--- src/adc_seq_pkg.sv ---
// adc_seq_pkg: constants, modes and channel map for the adc sequencer.
// assumes one 40 MHz core clock shared by the sequencer and the converter.
package adc_seq_pkg;

    // ------------------------------------------------------------------
    // timing
    // ------------------------------------------------------------------
    localparam int CLOCK_PERIOD_NS = 25;
    localparam logic [3:0] CONVERT_CYCLES = 4'hc;
    localparam logic [7:0] INTERRUPT_PULSE_TIME = 8'h02;

    // ------------------------------------------------------------------
    // channel map
    // ------------------------------------------------------------------
    localparam logic [5:0] NUM_CHANNELS = 6'h20;
    localparam logic [4:0] AUTO_FIRST = 5'h00;
    localparam logic [4:0] AUTO_LAST = 5'h0a;
    localparam logic [4:0] CH_THERMAL = 5'h00;
    localparam logic [4:0] CH_EXT_SENSE_HIGH = 5'h02;
    localparam logic [4:0] CH_EXTERNAL_PATH_CURRENT = 5'h03;
    localparam logic [4:0] CH_CC1_DIV5 = 5'h08;
    localparam logic [4:0] CH_CC2_DIV5 = 5'h0a;
    localparam logic [4:0] CH_CC1_DIV2 = 5'h0c;
    localparam logic [4:0] CH_CC2_DIV2 = 5'h0d;
    localparam logic [9:0] RESULT_RESET = 10'h000;
    localparam logic [7:0] TIMER_RESET = 8'h00;

    // ------------------------------------------------------------------
    // modes and states
    // ------------------------------------------------------------------
    typedef enum logic [1:0] {
        MODE_SINGLE = 2'h0,
        MODE_SINGLE_REPEAT = 2'h1,
        MODE_ROUND_ROBIN = 2'h2,
        MODE_ONE_TIME_AUTO = 2'h3
    } mode_type;

    typedef enum logic [4:0] {
        S_IDLE = 5'h01,
        S_ENABLE = 5'h02,
        S_SAMPLE = 5'h04,
        S_CONVERT = 5'h08,
        S_INTR = 5'h10
    } state_type;

    // fixed front-end divider per channel; 0 means no divider
    function automatic logic [4:0] divider_of(input logic [4:0] ch);
        logic [4:0] r;
        r = 5'h00;
        case (ch)
            5'h01, 5'h02, 5'h04: r = 5'h19;
            5'h06, 5'h08, 5'h0a, 5'h0e: r = 5'h05;
            5'h0b: r = 5'h01;
            5'h0c, 5'h0d, 5'h12, 5'h13: r = 5'h02;
            5'h00, 5'h03, 5'h05, 5'h07, 5'h09: r = 5'h00;
            default: r = 5'h03;
        endcase
        return r;
    endfunction

endpackage

--- src/sar_if.sv ---
// sar_if: handshake between sequencer control and the sar engine.
// assumes both ends run on the same clock.
`timescale 1ns/10ps
`default_nettype none
interface sar_if #(parameter int WIDTH = 10);
    logic start;
    logic comp;
    logic busy;
    logic done;
    logic [WIDTH-1:0] trial;
    logic [WIDTH-1:0] code;
    modport engine(input start, input comp, output busy, output done,
        output trial, output code);
    modport ctrl(output start, output comp, input busy, input done,
        input trial, input code);
endinterface
`default_nettype wire

--- src/adc_channel_sequencer.sv ---
// adc_channel_sequencer: mode control, channel selection, result store.
// assumes the analog mux, dividers and comparator run on i_clock.
`timescale 1ns/10ps
`default_nettype none
module adc_channel_sequencer
    import adc_seq_pkg::*;
#(
    parameter int WIDTH = 10
) (
    input wire logic i_clock,
    input wire logic i_reset,
    input wire logic i_start,
    input wire logic i_stop,
    input wire logic [1:0] i_mode,
    input wire logic [5:0] i_channel,
    input wire logic [7:0] i_enable_cycles,
    input wire logic [7:0] i_sample_cycles,
    input wire logic i_comparator,
    input wire logic [4:0] i_read_channel,
    output logic [4:0] o_mux_select,
    output logic [4:0] o_divider_ratio,
    output logic o_diff_sense,
    output logic o_adc_enable,
    output logic o_sample_hold,
    output logic [WIDTH-1:0] o_sar_trial,
    output logic o_busy,
    output logic o_interrupt,
    output logic o_new_result,
    output logic o_auto_member,
    output logic [4:0] o_last_channel,
    output logic [WIDTH-1:0] o_last_code,
    output logic [WIDTH-1:0] o_read_data
);
    state_type state_q;
    mode_type mode_q;
    logic [4:0] chan_q;
    logic [7:0] timer_q;
    logic stop_q;
    logic [WIDTH-1:0] result_q [32];
    logic [WIDTH-1:0] read_q;
    logic [4:0] last_chan_q;
    logic [WIDTH-1:0] last_code_q;
    logic new_q;
    logic req_mapped;
    logic req_auto;
    logic start_ok;
    logic chan_is_last;
    logic [7:0] enable_load;
    logic [7:0] sample_load;

    sar_if #(.WIDTH(WIDTH)) sar();

    sar_engine #(.WIDTH(WIDTH)) u_sar (
        .i_clock(i_clock),
        .i_reset(i_reset),
        .sar(sar.engine)
    );

    // ------------------------------------------------------------------
    // request decode
    // ------------------------------------------------------------------
    assign req_mapped = i_channel < NUM_CHANNELS;
    assign req_auto = i_mode[1];
    assign start_ok = i_start && (state_q == S_IDLE)
        && (req_auto || req_mapped);
    assign chan_is_last = chan_q == AUTO_LAST;
    // a zero count still spends one cycle, so the sequence never skips
    assign enable_load = (i_enable_cycles == 8'h00) ? 8'h00
        : i_enable_cycles - 8'h01;
    assign sample_load = (i_sample_cycles == 8'h00) ? 8'h00
        : i_sample_cycles - 8'h01;

    assign sar.start = (state_q == S_SAMPLE) && (timer_q == 8'h00);
    assign sar.comp = i_comparator;

    // ------------------------------------------------------------------
    // sequencing state machine
    // ------------------------------------------------------------------
    always_ff @(posedge i_clock or posedge i_reset) begin
        if (i_reset) begin
            state_q <= S_IDLE;
            mode_q <= MODE_SINGLE;
            chan_q <= AUTO_FIRST;
            timer_q <= TIMER_RESET;
        end else begin
            case (state_q)
                S_IDLE: begin
                    if (start_ok) begin
                        mode_q <= mode_type'(i_mode);
                        chan_q <= req_auto ? AUTO_FIRST
                            : i_channel[4:0];
                        timer_q <= enable_load;
                        state_q <= S_ENABLE;
                    end
                end
                S_ENABLE: begin
                    if (timer_q == 8'h00) begin
                        timer_q <= sample_load;
                        state_q <= S_SAMPLE;
                    end else begin
                        timer_q <= timer_q - 8'h01;
                    end
                end
                S_SAMPLE: begin
                    if (timer_q == 8'h00) begin
                        state_q <= S_CONVERT;
                    end else begin
                        timer_q <= timer_q - 8'h01;
                    end
                end
                S_CONVERT: begin
                    if (sar.done) begin
                        case (mode_q)
                            MODE_ROUND_ROBIN: begin
                                chan_q <= chan_is_last ? AUTO_FIRST
                                    : chan_q + 5'h01;
                                timer_q <= sample_load;
                                state_q <= (stop_q && chan_is_last)
                                    ? S_IDLE : S_SAMPLE;
                            end
                            MODE_ONE_TIME_AUTO: begin
                                if (chan_is_last) begin
                                    timer_q <= INTERRUPT_PULSE_TIME - 8'h01;
                                    state_q <= S_INTR;
                                end else begin
                                    chan_q <= chan_q + 5'h01;
                                    timer_q <= sample_load;
                                    state_q <= S_SAMPLE;
                                end
                            end
                            default: begin
                                timer_q <= INTERRUPT_PULSE_TIME - 8'h01;
                                state_q <= S_INTR;
                            end
                        endcase
                    end
                end
                S_INTR: begin
                    if (timer_q != 8'h00) begin
                        timer_q <= timer_q - 8'h01;
                    end else if (mode_q == MODE_SINGLE_REPEAT && !stop_q) begin
                        timer_q <= sample_load;
                        state_q <= S_SAMPLE;
                    end else begin
                        state_q <= S_IDLE;
                    end
                end
                default: begin
                    state_q <= S_IDLE;
                end
            endcase
        end
    end

    // stop is only honoured at a safe boundary, never mid-conversion
    always_ff @(posedge i_clock or posedge i_reset) begin
        if (i_reset) begin
            stop_q <= 1'b0;
        end else if (state_q == S_IDLE) begin
            stop_q <= 1'b0;
        end else if (i_stop) begin
            stop_q <= 1'b1;
        end
    end

    // ------------------------------------------------------------------
    // result store
    // ------------------------------------------------------------------
    always_ff @(posedge i_clock or posedge i_reset) begin
        if (i_reset) begin
            for (int i = 0; i < 32; i++) begin
                result_q[i] <= RESULT_RESET;
            end
        end else if (sar.done) begin
            result_q[chan_q] <= sar.code;
        end
    end

    always_ff @(posedge i_clock or posedge i_reset) begin
        if (i_reset) begin
            read_q <= RESULT_RESET;
            last_chan_q <= AUTO_FIRST;
            last_code_q <= RESULT_RESET;
            new_q <= 1'b0;
        end else begin
            read_q <= result_q[i_read_channel];
            new_q <= sar.done;
            if (sar.done) begin
                last_chan_q <= chan_q;
                last_code_q <= sar.code;
            end
        end
    end

    // ------------------------------------------------------------------
    // analog front-end controls, status and result outputs
    // ------------------------------------------------------------------
    assign o_mux_select = chan_q;
    assign o_divider_ratio = divider_of(chan_q);
    assign o_diff_sense = chan_q == CH_EXTERNAL_PATH_CURRENT;
    assign o_auto_member = chan_q <= AUTO_LAST;
    assign o_adc_enable = state_q != S_IDLE;
    assign o_sample_hold = state_q == S_SAMPLE;
    assign o_sar_trial = sar.trial;
    assign o_busy = state_q != S_IDLE;
    assign o_interrupt = state_q == S_INTR;
    assign o_new_result = new_q;
    assign o_last_channel = last_chan_q;
    assign o_last_code = last_code_q;
    assign o_read_data = read_q;

    // ------------------------------------------------------------------
    // checks
    // ------------------------------------------------------------------
    property p_int_two;
        @(posedge i_clock) disable iff (i_reset)
        $rose(o_interrupt) |-> o_interrupt [*2] ##1 !o_interrupt;
    endproperty
    a_int_two: assert property (p_int_two)
        else $error("interrupt not held for two cycles");

    property p_auto_range;
        @(posedge i_clock) disable iff (i_reset)
        (o_busy && mode_q[1]) |-> o_mux_select <= AUTO_LAST;
    endproperty
    a_auto_range: assert property (p_auto_range)
        else $error("auto sequence left channels 0 to 10");

    property p_unmapped;
        @(posedge i_clock) disable iff (i_reset)
        (i_start && state_q == S_IDLE && !i_mode[1] && !req_mapped)
            |=> state_q == S_IDLE && $stable(mode_q);
    endproperty
    a_unmapped: assert property (p_unmapped)
        else $error("unmapped channel request was acted on");

    property p_store;
        @(posedge i_clock) disable iff (i_reset)
        sar.done |=> result_q[$past(chan_q)] == $past(sar.code);
    endproperty
    a_store: assert property (p_store)
        else $error("result not stored for its channel");

    property p_rr_wrap;
        @(posedge i_clock) disable iff (i_reset)
        (sar.done && mode_q == MODE_ROUND_ROBIN && chan_is_last && !stop_q)
            |=> chan_q == AUTO_FIRST && state_q == S_SAMPLE;
    endproperty
    a_rr_wrap: assert property (p_rr_wrap)
        else $error("round robin did not wrap to channel 0");

    property p_one_time_end;
        @(posedge i_clock) disable iff (i_reset)
        (sar.done && mode_q == MODE_ONE_TIME_AUTO && chan_is_last)
            |=> o_interrupt ##2 state_q == S_IDLE;
    endproperty
    a_one_time_end: assert property (p_one_time_end)
        else $error("one-time sequence did not end with interrupt");

    property p_single_stop;
        @(posedge i_clock) disable iff (i_reset)
        (sar.done && mode_q == MODE_SINGLE) |=> o_interrupt ##2 !o_busy;
    endproperty
    a_single_stop: assert property (p_single_stop)
        else $error("single conversion did not stop");

    property p_divider;
        @(posedge i_clock) disable iff (i_reset)
        (o_mux_select == CH_EXT_SENSE_HIGH) |-> o_divider_ratio == 5'h19
            && !o_diff_sense;
    endproperty
    a_divider: assert property (p_divider)
        else $error("wrong divider on sense-high channel");

    c_single: cover property (@(posedge i_clock) disable iff (i_reset)
        sar.done && mode_q == MODE_SINGLE);
    c_rr_wrap: cover property (@(posedge i_clock) disable iff (i_reset)
        sar.done && mode_q == MODE_ROUND_ROBIN && chan_is_last);
    c_one_time: cover property (@(posedge i_clock) disable iff (i_reset)
        $rose(o_interrupt) && mode_q == MODE_ONE_TIME_AUTO);
endmodule
`default_nettype wire

--- src/sar_engine.sv ---
// sar_engine: successive approximation over twelve clock cycles.
// assumes the comparator answers the trial word within one cycle.
`timescale 1ns/10ps
`default_nettype none
module sar_engine
    import adc_seq_pkg::*;
#(
    parameter int WIDTH = 10
) (
    input wire logic i_clock,
    input wire logic i_reset,
    sar_if.engine sar
);
    logic [3:0] cnt_q;
    logic busy_q;
    logic [WIDTH-1:0] trial_q;
    logic [WIDTH-1:0] trial_d;

    // ------------------------------------------------------------------
    // bit decisions
    // ------------------------------------------------------------------
    always_comb begin
        int b;
        b = WIDTH - int'(cnt_q);
        trial_d = trial_q;
        if (busy_q && cnt_q != 4'h0 && b >= 0) begin
            if (!sar.comp) begin
                trial_d[b] = 1'b0;
            end
            if (b > 0) begin
                trial_d[b-1] = 1'b1;
            end
        end
    end

    always_ff @(posedge i_clock or posedge i_reset) begin
        if (i_reset) begin
            busy_q <= 1'b0;
            cnt_q <= 4'h0;
            trial_q <= '0;
        end else if (sar.start && !busy_q) begin
            busy_q <= 1'b1;
            cnt_q <= 4'h0;
            trial_q <= {1'b1, {(WIDTH-1){1'b0}}};
        end else if (busy_q) begin
            trial_q <= trial_d;
            if (cnt_q == CONVERT_CYCLES - 4'h1) begin
                busy_q <= 1'b0;
            end else begin
                cnt_q <= cnt_q + 4'h1;
            end
        end
    end

    assign sar.busy = busy_q;
    assign sar.done = busy_q && (cnt_q == CONVERT_CYCLES - 4'h1);
    assign sar.trial = trial_q;
    assign sar.code = trial_q;

    property p_done_after_twelve;
        @(posedge i_clock) disable iff (i_reset)
        (sar.start && !busy_q)
            |-> !sar.done [*8] ##1 !sar.done [*4] ##1 sar.done;
    endproperty
    a_done_after_twelve: assert property (p_done_after_twelve)
        else $error("conversion did not finish in twelve cycles");
endmodule
`default_nettype wire

--- config.mk ---
export PLATFORM = sky130hd
export DESIGN_NAME = adc_channel_sequencer
export DESIGN_NICKNAME = d
export VERILOG_FILES = /design/src/adc_seq_pkg.sv /design/src/sar_if.sv /design/src/adc_channel_sequencer.sv /design/src/sar_engine.sv
export SDC_FILE = /design/constraint.sdc
export NUM_CORES = 1
export LEC_CHECK = 0
export BUFFER_PORTS_ARGS = -buffer_cell sky130_fd_sc_hd__buf_4
export CORE_MARGIN = 8
export CORE_UTILIZATION = 41
export DETAILED_ROUTE_END_ITERATION = 6
export PLACE_DENSITY = 0.66
export REMOVE_ABC_BUFFERS = 1
export SYNTH_ARGS = -nofsm -noshare
export SYNTH_HDL_FRONTEND = slang
export SYNTH_SLANG_ARGS = --single-unit
--- constraint.sdc ---
create_clock -name i_clock -period 12.27 [get_ports i_clock]
set_clock_uncertainty 0.05 [all_clocks]
set_input_delay 0 -clock i_clock [delete_from_list [all_inputs] [get_ports i_clock]]
set_output_delay 0 -clock i_clock [all_outputs]
set_load 0.1 [all_outputs]
==> summary.txt, run 1 <==
Clock tree
  – CTS tree: built
  – Clk sinks: 382
  – CTS Buf Count: 42
  – Clk root buf: clkbuf_16
  – Clock Pin Slew Worst Setup and Hold Paths: 0.06 ns
  – Post-CTS Setup Inserts: 0
  – Worst-skew pair later-pin latency: 0.55 ns
  – H-tree depth: 2
  – Max clock buf depth: 3

Synth
  – Synthesized area: 0.0184 mm²
  – Mapped Cells: 1300
  – Synth unique cells: 63
  – Yosys reg bits: 382
  – Cell taking the most area after synthesis: dfrtp_1
  – Synthesis Warnings: 0
  – Sequential area share after synthesis: 52.1%
  – Ys async rst share: 100%
  – Main area contributors after synthesis: dfrtp_1, mux2_2, mux4_2
  – Post-synth EDFFs: 0
  – Top post-synthesis cells by count: dfrtp_1, mux2_2, mux4_2
  – Most numerous cell in the Yosys netlist: dfrtp_1
  – Yosys top cell area share: 51.9%
  – Syn_area_per_cell: 14.1 µm²
  – Ys flop type: dfrtp_1

Worst setup path
  – Crit path cell chain: ha_1, nor2b_1, nand3_1, clkinv_1, and2_1, nand2_1, mux2_2
  – Crit Path Class: flop to flop
  – WP data arrival: 4.06 ns
  – Critical path's slowest cell: clkinv_1
  – R2R Setup Slk: 8.57 ns
  – FF-to-FF Start: u_sar.cnt_q[0]
  – Crit path largest cell delay: 0.65 ns
  – CP Max Fanout: 20
  – Worst Path Required: 12.63 ns
  – R2r endpoint: result_q[182]
  – Setup crit start kind: flop
  – Reg2Reg Depth: 7
  – Worst setup EP type: flop

Detailed routing
  – Antenna viol nets, final: 0
  – Residual DRC: 0
  – Vias: 11300
  – Post-Route M1 WL: 20.6 mm
  – Routed vias/inst: 5.62
  – DR pass1 iterations: 5
  – Avg WL per Cell: 21.9 µm
  – Drt first-iter violations: 756
  – Top layer in use: met4
  – WL met3: 2.20 mm
  – Met2 wire length: 20.5 mm
  – Routed WL: 44.1 mm

GRT
  – Antenna violations before repair: 0
  – Global route total overflow: 0
  – First-pass GRT wire length: 69.7 mm
  – Vias in the first global route: 11700
  – Total Routing Usage GR: 17.3%
  – Largest net degree at the start of global routing: 197

Finish
  – Area Growth Syn to Fin: 15.5%
  – Final cell count without fillers: 2018
  – Fraction of layout cells with a size suffix above 1: 43.8%
  – ANT cells: 0
  – # fillers: 3834
  – Layout Nets: 1458

STA
  – Worst Max-Slew Pin Slew: 1.14 ns
  – Final Slew Violations: 0
  – RSZ-0062 raised after global routing: false
  – Fin crit period: 3.70 ns
  – # setup viols final: 0
  – Fin crit share: 30.2%
  – TNS Setup: 0 ns
  – Fmax: 0.270 GHz
  – Final count of hold timing violations: 0
  – Slew headroom: 23.4%

Status
  – Outcome: finished, final reports clean

Worst hold path
  – Worst Hold Class: primary input to flop
  – Min-Delay Path Depth: 4
  – Hold Path Sink: timer_q[2]
  – HP Start: i_sample_cycles[2]

Power
  – Pint: 0.00233 W
  – Sw Share: 36.4%
  – Overall power: 0.00366 W
  – Logic pwr share: 27.4%
  – Flop pwr share: 38.4%
  – Switch Pwr: 0.00133 W
  – VDD IR max: 0.199 mV
  – Clock Power Share: 34.2%
  – Static Leakage: 10.3 nW
  – Pwr Density: 173 mW/mm²

Placed design
  – DP HPWL: 28.6 mm
  – GPL Wtd Cong: 0.848
  – Placed insts: 1913
  – I/O Buffers: 85

Floorplanning
  – Io pins: 86
  – DIE AREA: 0.0518 mm²
  – Core Region: 0.0442 mm²
  – Initial core utilization: 41.5%
  – FP Rows: 77
  – Die H: 228 µm
  – Die X: 228 µm

Run
  – Max Cap Viol: 0
cell families after synthesis:
group	after synthesis	share of synthesized area, %
muxes	437	32.9
adders and majority gates	28	1.91
buffers and inverters	97	2.22
and+or+nand+nor	237	6.41
AOI/OAI and AO/OA	101	3.61
xor gates and xnor gates	18	0.859
DFF	382	52.1
layout make-up:
| cell class | instances | area (µm²) | area share [%] |
|---|---|---|---|
| Multi-Input combinational cell | 821 | 8390 | 39.6 |
| Timing Repair Buffer | 130 | 1070 | 5.03 |
| Sequential cell | 382 | 9560 | 45.1 |
| Clock buffer | 64 | 1240 | 5.87 |
| Inverter | 19 | 78.8 | 0.372 |
| Tap cell | 592 | 741 | 3.49 |
| Clock inverter | 10 | 129 | 0.608 |
layout by cell type, fill, tap and decap left out, drive strengths merged, types with 5 or more instances in the layout:
cell type	Yosys	layout
nand2b	7	7
xnor2	11	11
a21oi	15	15
and3	8	8
nor2	38	38
o211ai	6	6
inv	17	18
o22ai	9	9
dlygate4sd3	0	31
nor4	7	7
nor3b	7	7
ha	28	28
buf	23	99
xor2	7	7
o21ai	35	35
mux4	100	100
dfrtp	381	381
nand2	112	112
nor3	14	14
clkinv	2	8
clkbuf	55	64
nand3	14	14
nor2b	5	5
a22oi	5	5
mux2	333	333
and2	7	7
critical path, delay by kind of cell (launching register included):
kind	cells	cell delay [ns]
fa+ha+maj	1	0.29
buf+inv	1	0.65
flops	1	0.44
mux	1	0.40
simple gates	4	1.74
power groups by stage:
stage          logic [W]  registers [W]  clock network [W]
2_1_floorplan   0.000501        0.00158                  0
3_3_place_gp    0.000961        0.00142                  0
3_5_place_dp    0.000975        0.00143                  0
4_1_cts          0.00101        0.00141            0.00127
5_1_grt          0.00108        0.00142            0.00132
6_report         0.00100        0.00141            0.00125
worst max-delay path by stage:
| stage | cells after the start | endpoint | startpoint | slack, ns |
|---|---|---|---|---|
| 4_1_cts | 7 | result_q[182] | u_sar.cnt_q[0] | 8.49 |
| 6_report | 7 | result_q[182] | u_sar.cnt_q[0] | 8.57 |
| 3_3_place_gp | 7 | result_q[189] | u_sar.cnt_q[0] | 8.63 |
| 3_5_place_dp | 7 | result_q[182] | u_sar.cnt_q[0] | 8.50 |
| 5_1_grt | 9 | u_sar.sar.code[4] | u_sar.cnt_q[0] | 8.22 |
| 2_1_floorplan | 1 | mode_q[0] | i_reset | 1.61 |
metrics by stage:
| step | hold slack [ns] | util, % | worst slack [ns] | instance area [µm²] |
|---|---|---|---|---|
| final | 0.0230 | 48.0 | 8.57 | 21200 |
| after global placement | 0.155 | 44.2 | 8.63 | 19500 |
| after detailed placement | 0.161 | 44.2 | 8.50 | 19500 |
| after CTS | 0.00486 | 48.0 | 8.49 | 21200 |
| after floorplan | 0.0750 | - | 1.61 | 18000 |
| after global routing | 0.0600 | 48.0 | 8.22 | 21200 |
repair_timing:
item	CTS	global route
gates resized for setup	0	0
hold buffers	31	0
endpoints found under the hold margin	141	0
registers in the layout, summed over array words and instances, names as in the netlist, 4 cells and up:
name and flops:
o_last_code 10, u_sar.sar.code 10, o_read_data 10, u_sar.cnt_q 4, result_q 320, timer_q 8, o_mux_select 5, state_q 5
o_last_channel 5
routing by layer:
metal | global-route usage [%] | vias to the layer above
li1 | - | 5006
met1 | 24.6 | 5997
met3 | 3.37 | 64
met4 | 4.24 | 0
met5 | 0 | -
met2 | 27.2 | 275
Note: power is estimated with default switching activity, not from simulation.
==> inputs of run 2 (changes only) <==
Clock period 12.27 ns to 3.5 ns, I/O delays scaled along.
==> run 2 against run 1 <==
Against the previous run: combinational power grew to 3.4 times the previous value; largest power group unchanged; cell count is 0.55% higher; sequential power grew to 3.6 times the previous value; count of clock-buffer cells in the layout is 2 higher; largest cell class unchanged.
==> summary.txt, run 2 (synthesis results as in run 1) <==
Detailed routing
  – Avg WL per Cell: 21.2 µm (was 21.9 µm)
  – Routed vias/inst: 5.60 (was 5.62)
  – Antenna viol nets, final: 0 (unchanged)
  – Drt first-iter violations: 738 (was 756)
  – DR pass1 iterations: 7 (was 5)
  – Vias: 11400 (was 11300)
  – Routed WL: 43.0 mm (was 44.1 mm)
  – Residual DRC: 0 (unchanged)

Finish
  – Core Util, Final: 48.2% (was 48.0%)
  – Largest register by flop count: result_q (unchanged)
  – # fillers: 3798 (was 3834)
  – Area Growth Syn to Fin: 16.2% (was 15.5%)
  – Design area: 0.0213 mm² (was 0.0212 mm²)
  – Max reg flops: 320 (unchanged)
  – Commonest non-fill, non-tap cell in the layout: dfrtp_1 (unchanged)
  – Layout Nets: 1468 (was 1458)
  – Most frequent cells in the layout: dfrtp_1, mux2_2, buf_4 (was dfrtp_1, mux2_2, mux4_2)
  – ANT cells: 0 (unchanged)
  – Fraction of layout cells with a size suffix above 1: 44.7% (was 43.8%)

Clock tree
  – Worst-skew pair later-pin latency: 0.54 ns (was 0.55 ns)
  – Clk sinks: 382 (unchanged)
  – CTS Buf Count: 41 (was 42)
  – Max clock buf depth: 3 (unchanged)
  – CTS tree: built (unchanged)
  – Clock Pin Slew Worst Setup and Hold Paths: 0.06 ns (about the same)
  – Clk root buf: clkbuf_16 (unchanged)
  – H-tree depth: 2 (unchanged)

Run
  – Max Cap Viol: 0 (unchanged)

GRT
  – Vias in the first global route: 11700 (about the same)
  – Total Routing Usage GR: 16.7% (was 17.3%)
  – Largest net degree at the start of global routing: 101 (was 197)
  – Global route total overflow: 0 (unchanged)
  – Antenna violations before repair: 0 (unchanged)
  – First-pass GRT wire length: 67.8 mm (was 69.7 mm)

Power
  – Static Leakage: 10.3 nW (about the same)
  – Overall power: 0.0127 W (was 0.00366 W)
  – Pwr Density: 597 mW/mm² (was 173 mW/mm²)
  – VDD IR max: 1.15 mV (was 0.199 mV)

Worst setup path
  – Worst Path Required: 3.89 ns (was 12.63 ns)
  – Crit Path Class: flop to flop (unchanged)
  – Setup crit start kind: flop (unchanged)
  – Worst setup EP type: flop (unchanged)
  – CP Max Fanout: 7 (was 20)
  – WP data arrival: 3.58 ns (was 4.06 ns)
  – Reg2Reg Depth: 12 (was 7)

STA
  – RSZ-0062 raised after global routing: false (unchanged)
  – # setup viols final: 0 (unchanged)
  – Final count of hold timing violations: 0 (unchanged)
  – Slew headroom: 17.6% (was 23.4%)
  – Final Slew Violations: 0 (unchanged)
  – Fin crit period: 3.18 ns (was 3.70 ns)
  – Fmax: 0.314 GHz (was 0.270 GHz)
  – Worst Max-Slew Pin Slew: 1.24 ns (was 1.14 ns)
  – TNS Setup: 0 ns (unchanged)
  – Fin crit share: 91.0% (was 30.2%)

Worst hold path
  – Min-Delay Path Depth: 6 (was 4)
  – Worst Hold Class: primary input to flop (unchanged)

Placed design
  – DP HPWL: 28.5 mm (was 28.6 mm)
  – GPL Wtd Cong: 0.843 (was 0.848)
  – I/O Buffers: 85 (unchanged)
  – Area after DPL: 0.0197 mm² (was 0.0195 mm²)

Floorplanning
  – FP Rows: 77 (unchanged)
  – Io pins: 86 (unchanged)
  – Die X: 228 µm (unchanged)
  – Initial core utilization: 41.5% (unchanged)
  – Die H: 228 µm (unchanged)
  – Core Region: 0.0442 mm² (unchanged)
  – DIE AREA: 0.0518 mm² (unchanged)

Status
  – Outcome: finished, final reports clean (unchanged)
run 2: cell types whose count changed in the layout (fill, tap and decap cells not counted), sizes merged:
cell | before | now
buf | 99 | 112
bufinv | 2 | 0
clkbuf | 64 | 66
dlygate4sd3 | 31 | 29
run 2: per-stage QoR:
stage / hold slack [ns] / worst slack (ns) / std cells
after CTS: 0.0191 / 0.183 / 2028
after global placement: 0.130 / 0.320 / 1925
after global routing: 0.0922 / 0.000968 / 2029
after floorplan: 0.0750 / -7.16 / 1222
final: 0.0466 / 0.317 / 2029
after detailed placement: 0.137 / 0.200 / 1925
run 2: routing by layer:
layer | global-route usage [%] | up-vias | share of wire (%)
met1 | 24.3 | 6002 | 46
li1 | - | 5024 | -
met2 | 26.1 | 281 | 47
met3 | 2.74 | 52 | 5.2
met5 | 0 | - | 0
met4 | 3.83 | 0 | 1.7
run 2: final cells by class:
cell class / instances / area [µm²] / area share [%]
well taps: 592 / 741 / 3.47
multi-input cells: 821 / 8410 / 39.4
repair buffers: 141 / 1210 / 5.65
inverters: 19 / 78.8 / 0.370
clock inverters: 8 / 46.3 / 0.217
flip-flops and latches: 382 / 9560 / 44.8
clock buffers: 66 / 1290 / 6.06
run 2: what timing repair did:
action | in CTS | in global routing
hold buffers | 29 | 0
buffers inserted | 0 | 1
endpoints found under the setup margin | 0 | 10
endpoints found under the hold margin | 133 | 0
resized for setup | 0 | 3
run 2: power by group:
part	internal [W]	leakage [nW]	switching, W	total [W]
registers	0.00459	5.26	0.000462	0.00505
clock network	0.00252	0.663	0.00173	0.00425
logic	0.00102	4.42	0.00241	0.00344
run 2: final timing paths:
path | start | to | slack [ns]
max in group asynchronous | i_reset | state_q[0] | 2.34
setup / recovery | u_sar.cnt_q[1] | u_sar.sar.code[4] | 0.32
setup reg to reg | u_sar.cnt_q[1] | u_sar.sar.code[4] | 0.32
hold / removal | i_sample_cycles[4] | timer_q[4] | 0.05
hold reg to reg | o_last_code[0] | o_last_code[0] | 0.43
min in group asynchronous | i_reset | o_last_code[1] | 0.10
run 2: critical path, cell delays in order (launching register included):
cell and delay (ns):
dfrtp_1 0.44, inv_1 0.16, ha_1 0.23, a21oi_1 0.30, xnor2_2 0.20, nor2_2 0.23
nand4_1 0.16, ha_1 0.31, nor4_1 0.31, nand4_1 0.15, a31oi_2 0.26, nand2_1 0.13
o22ai_1 0.18
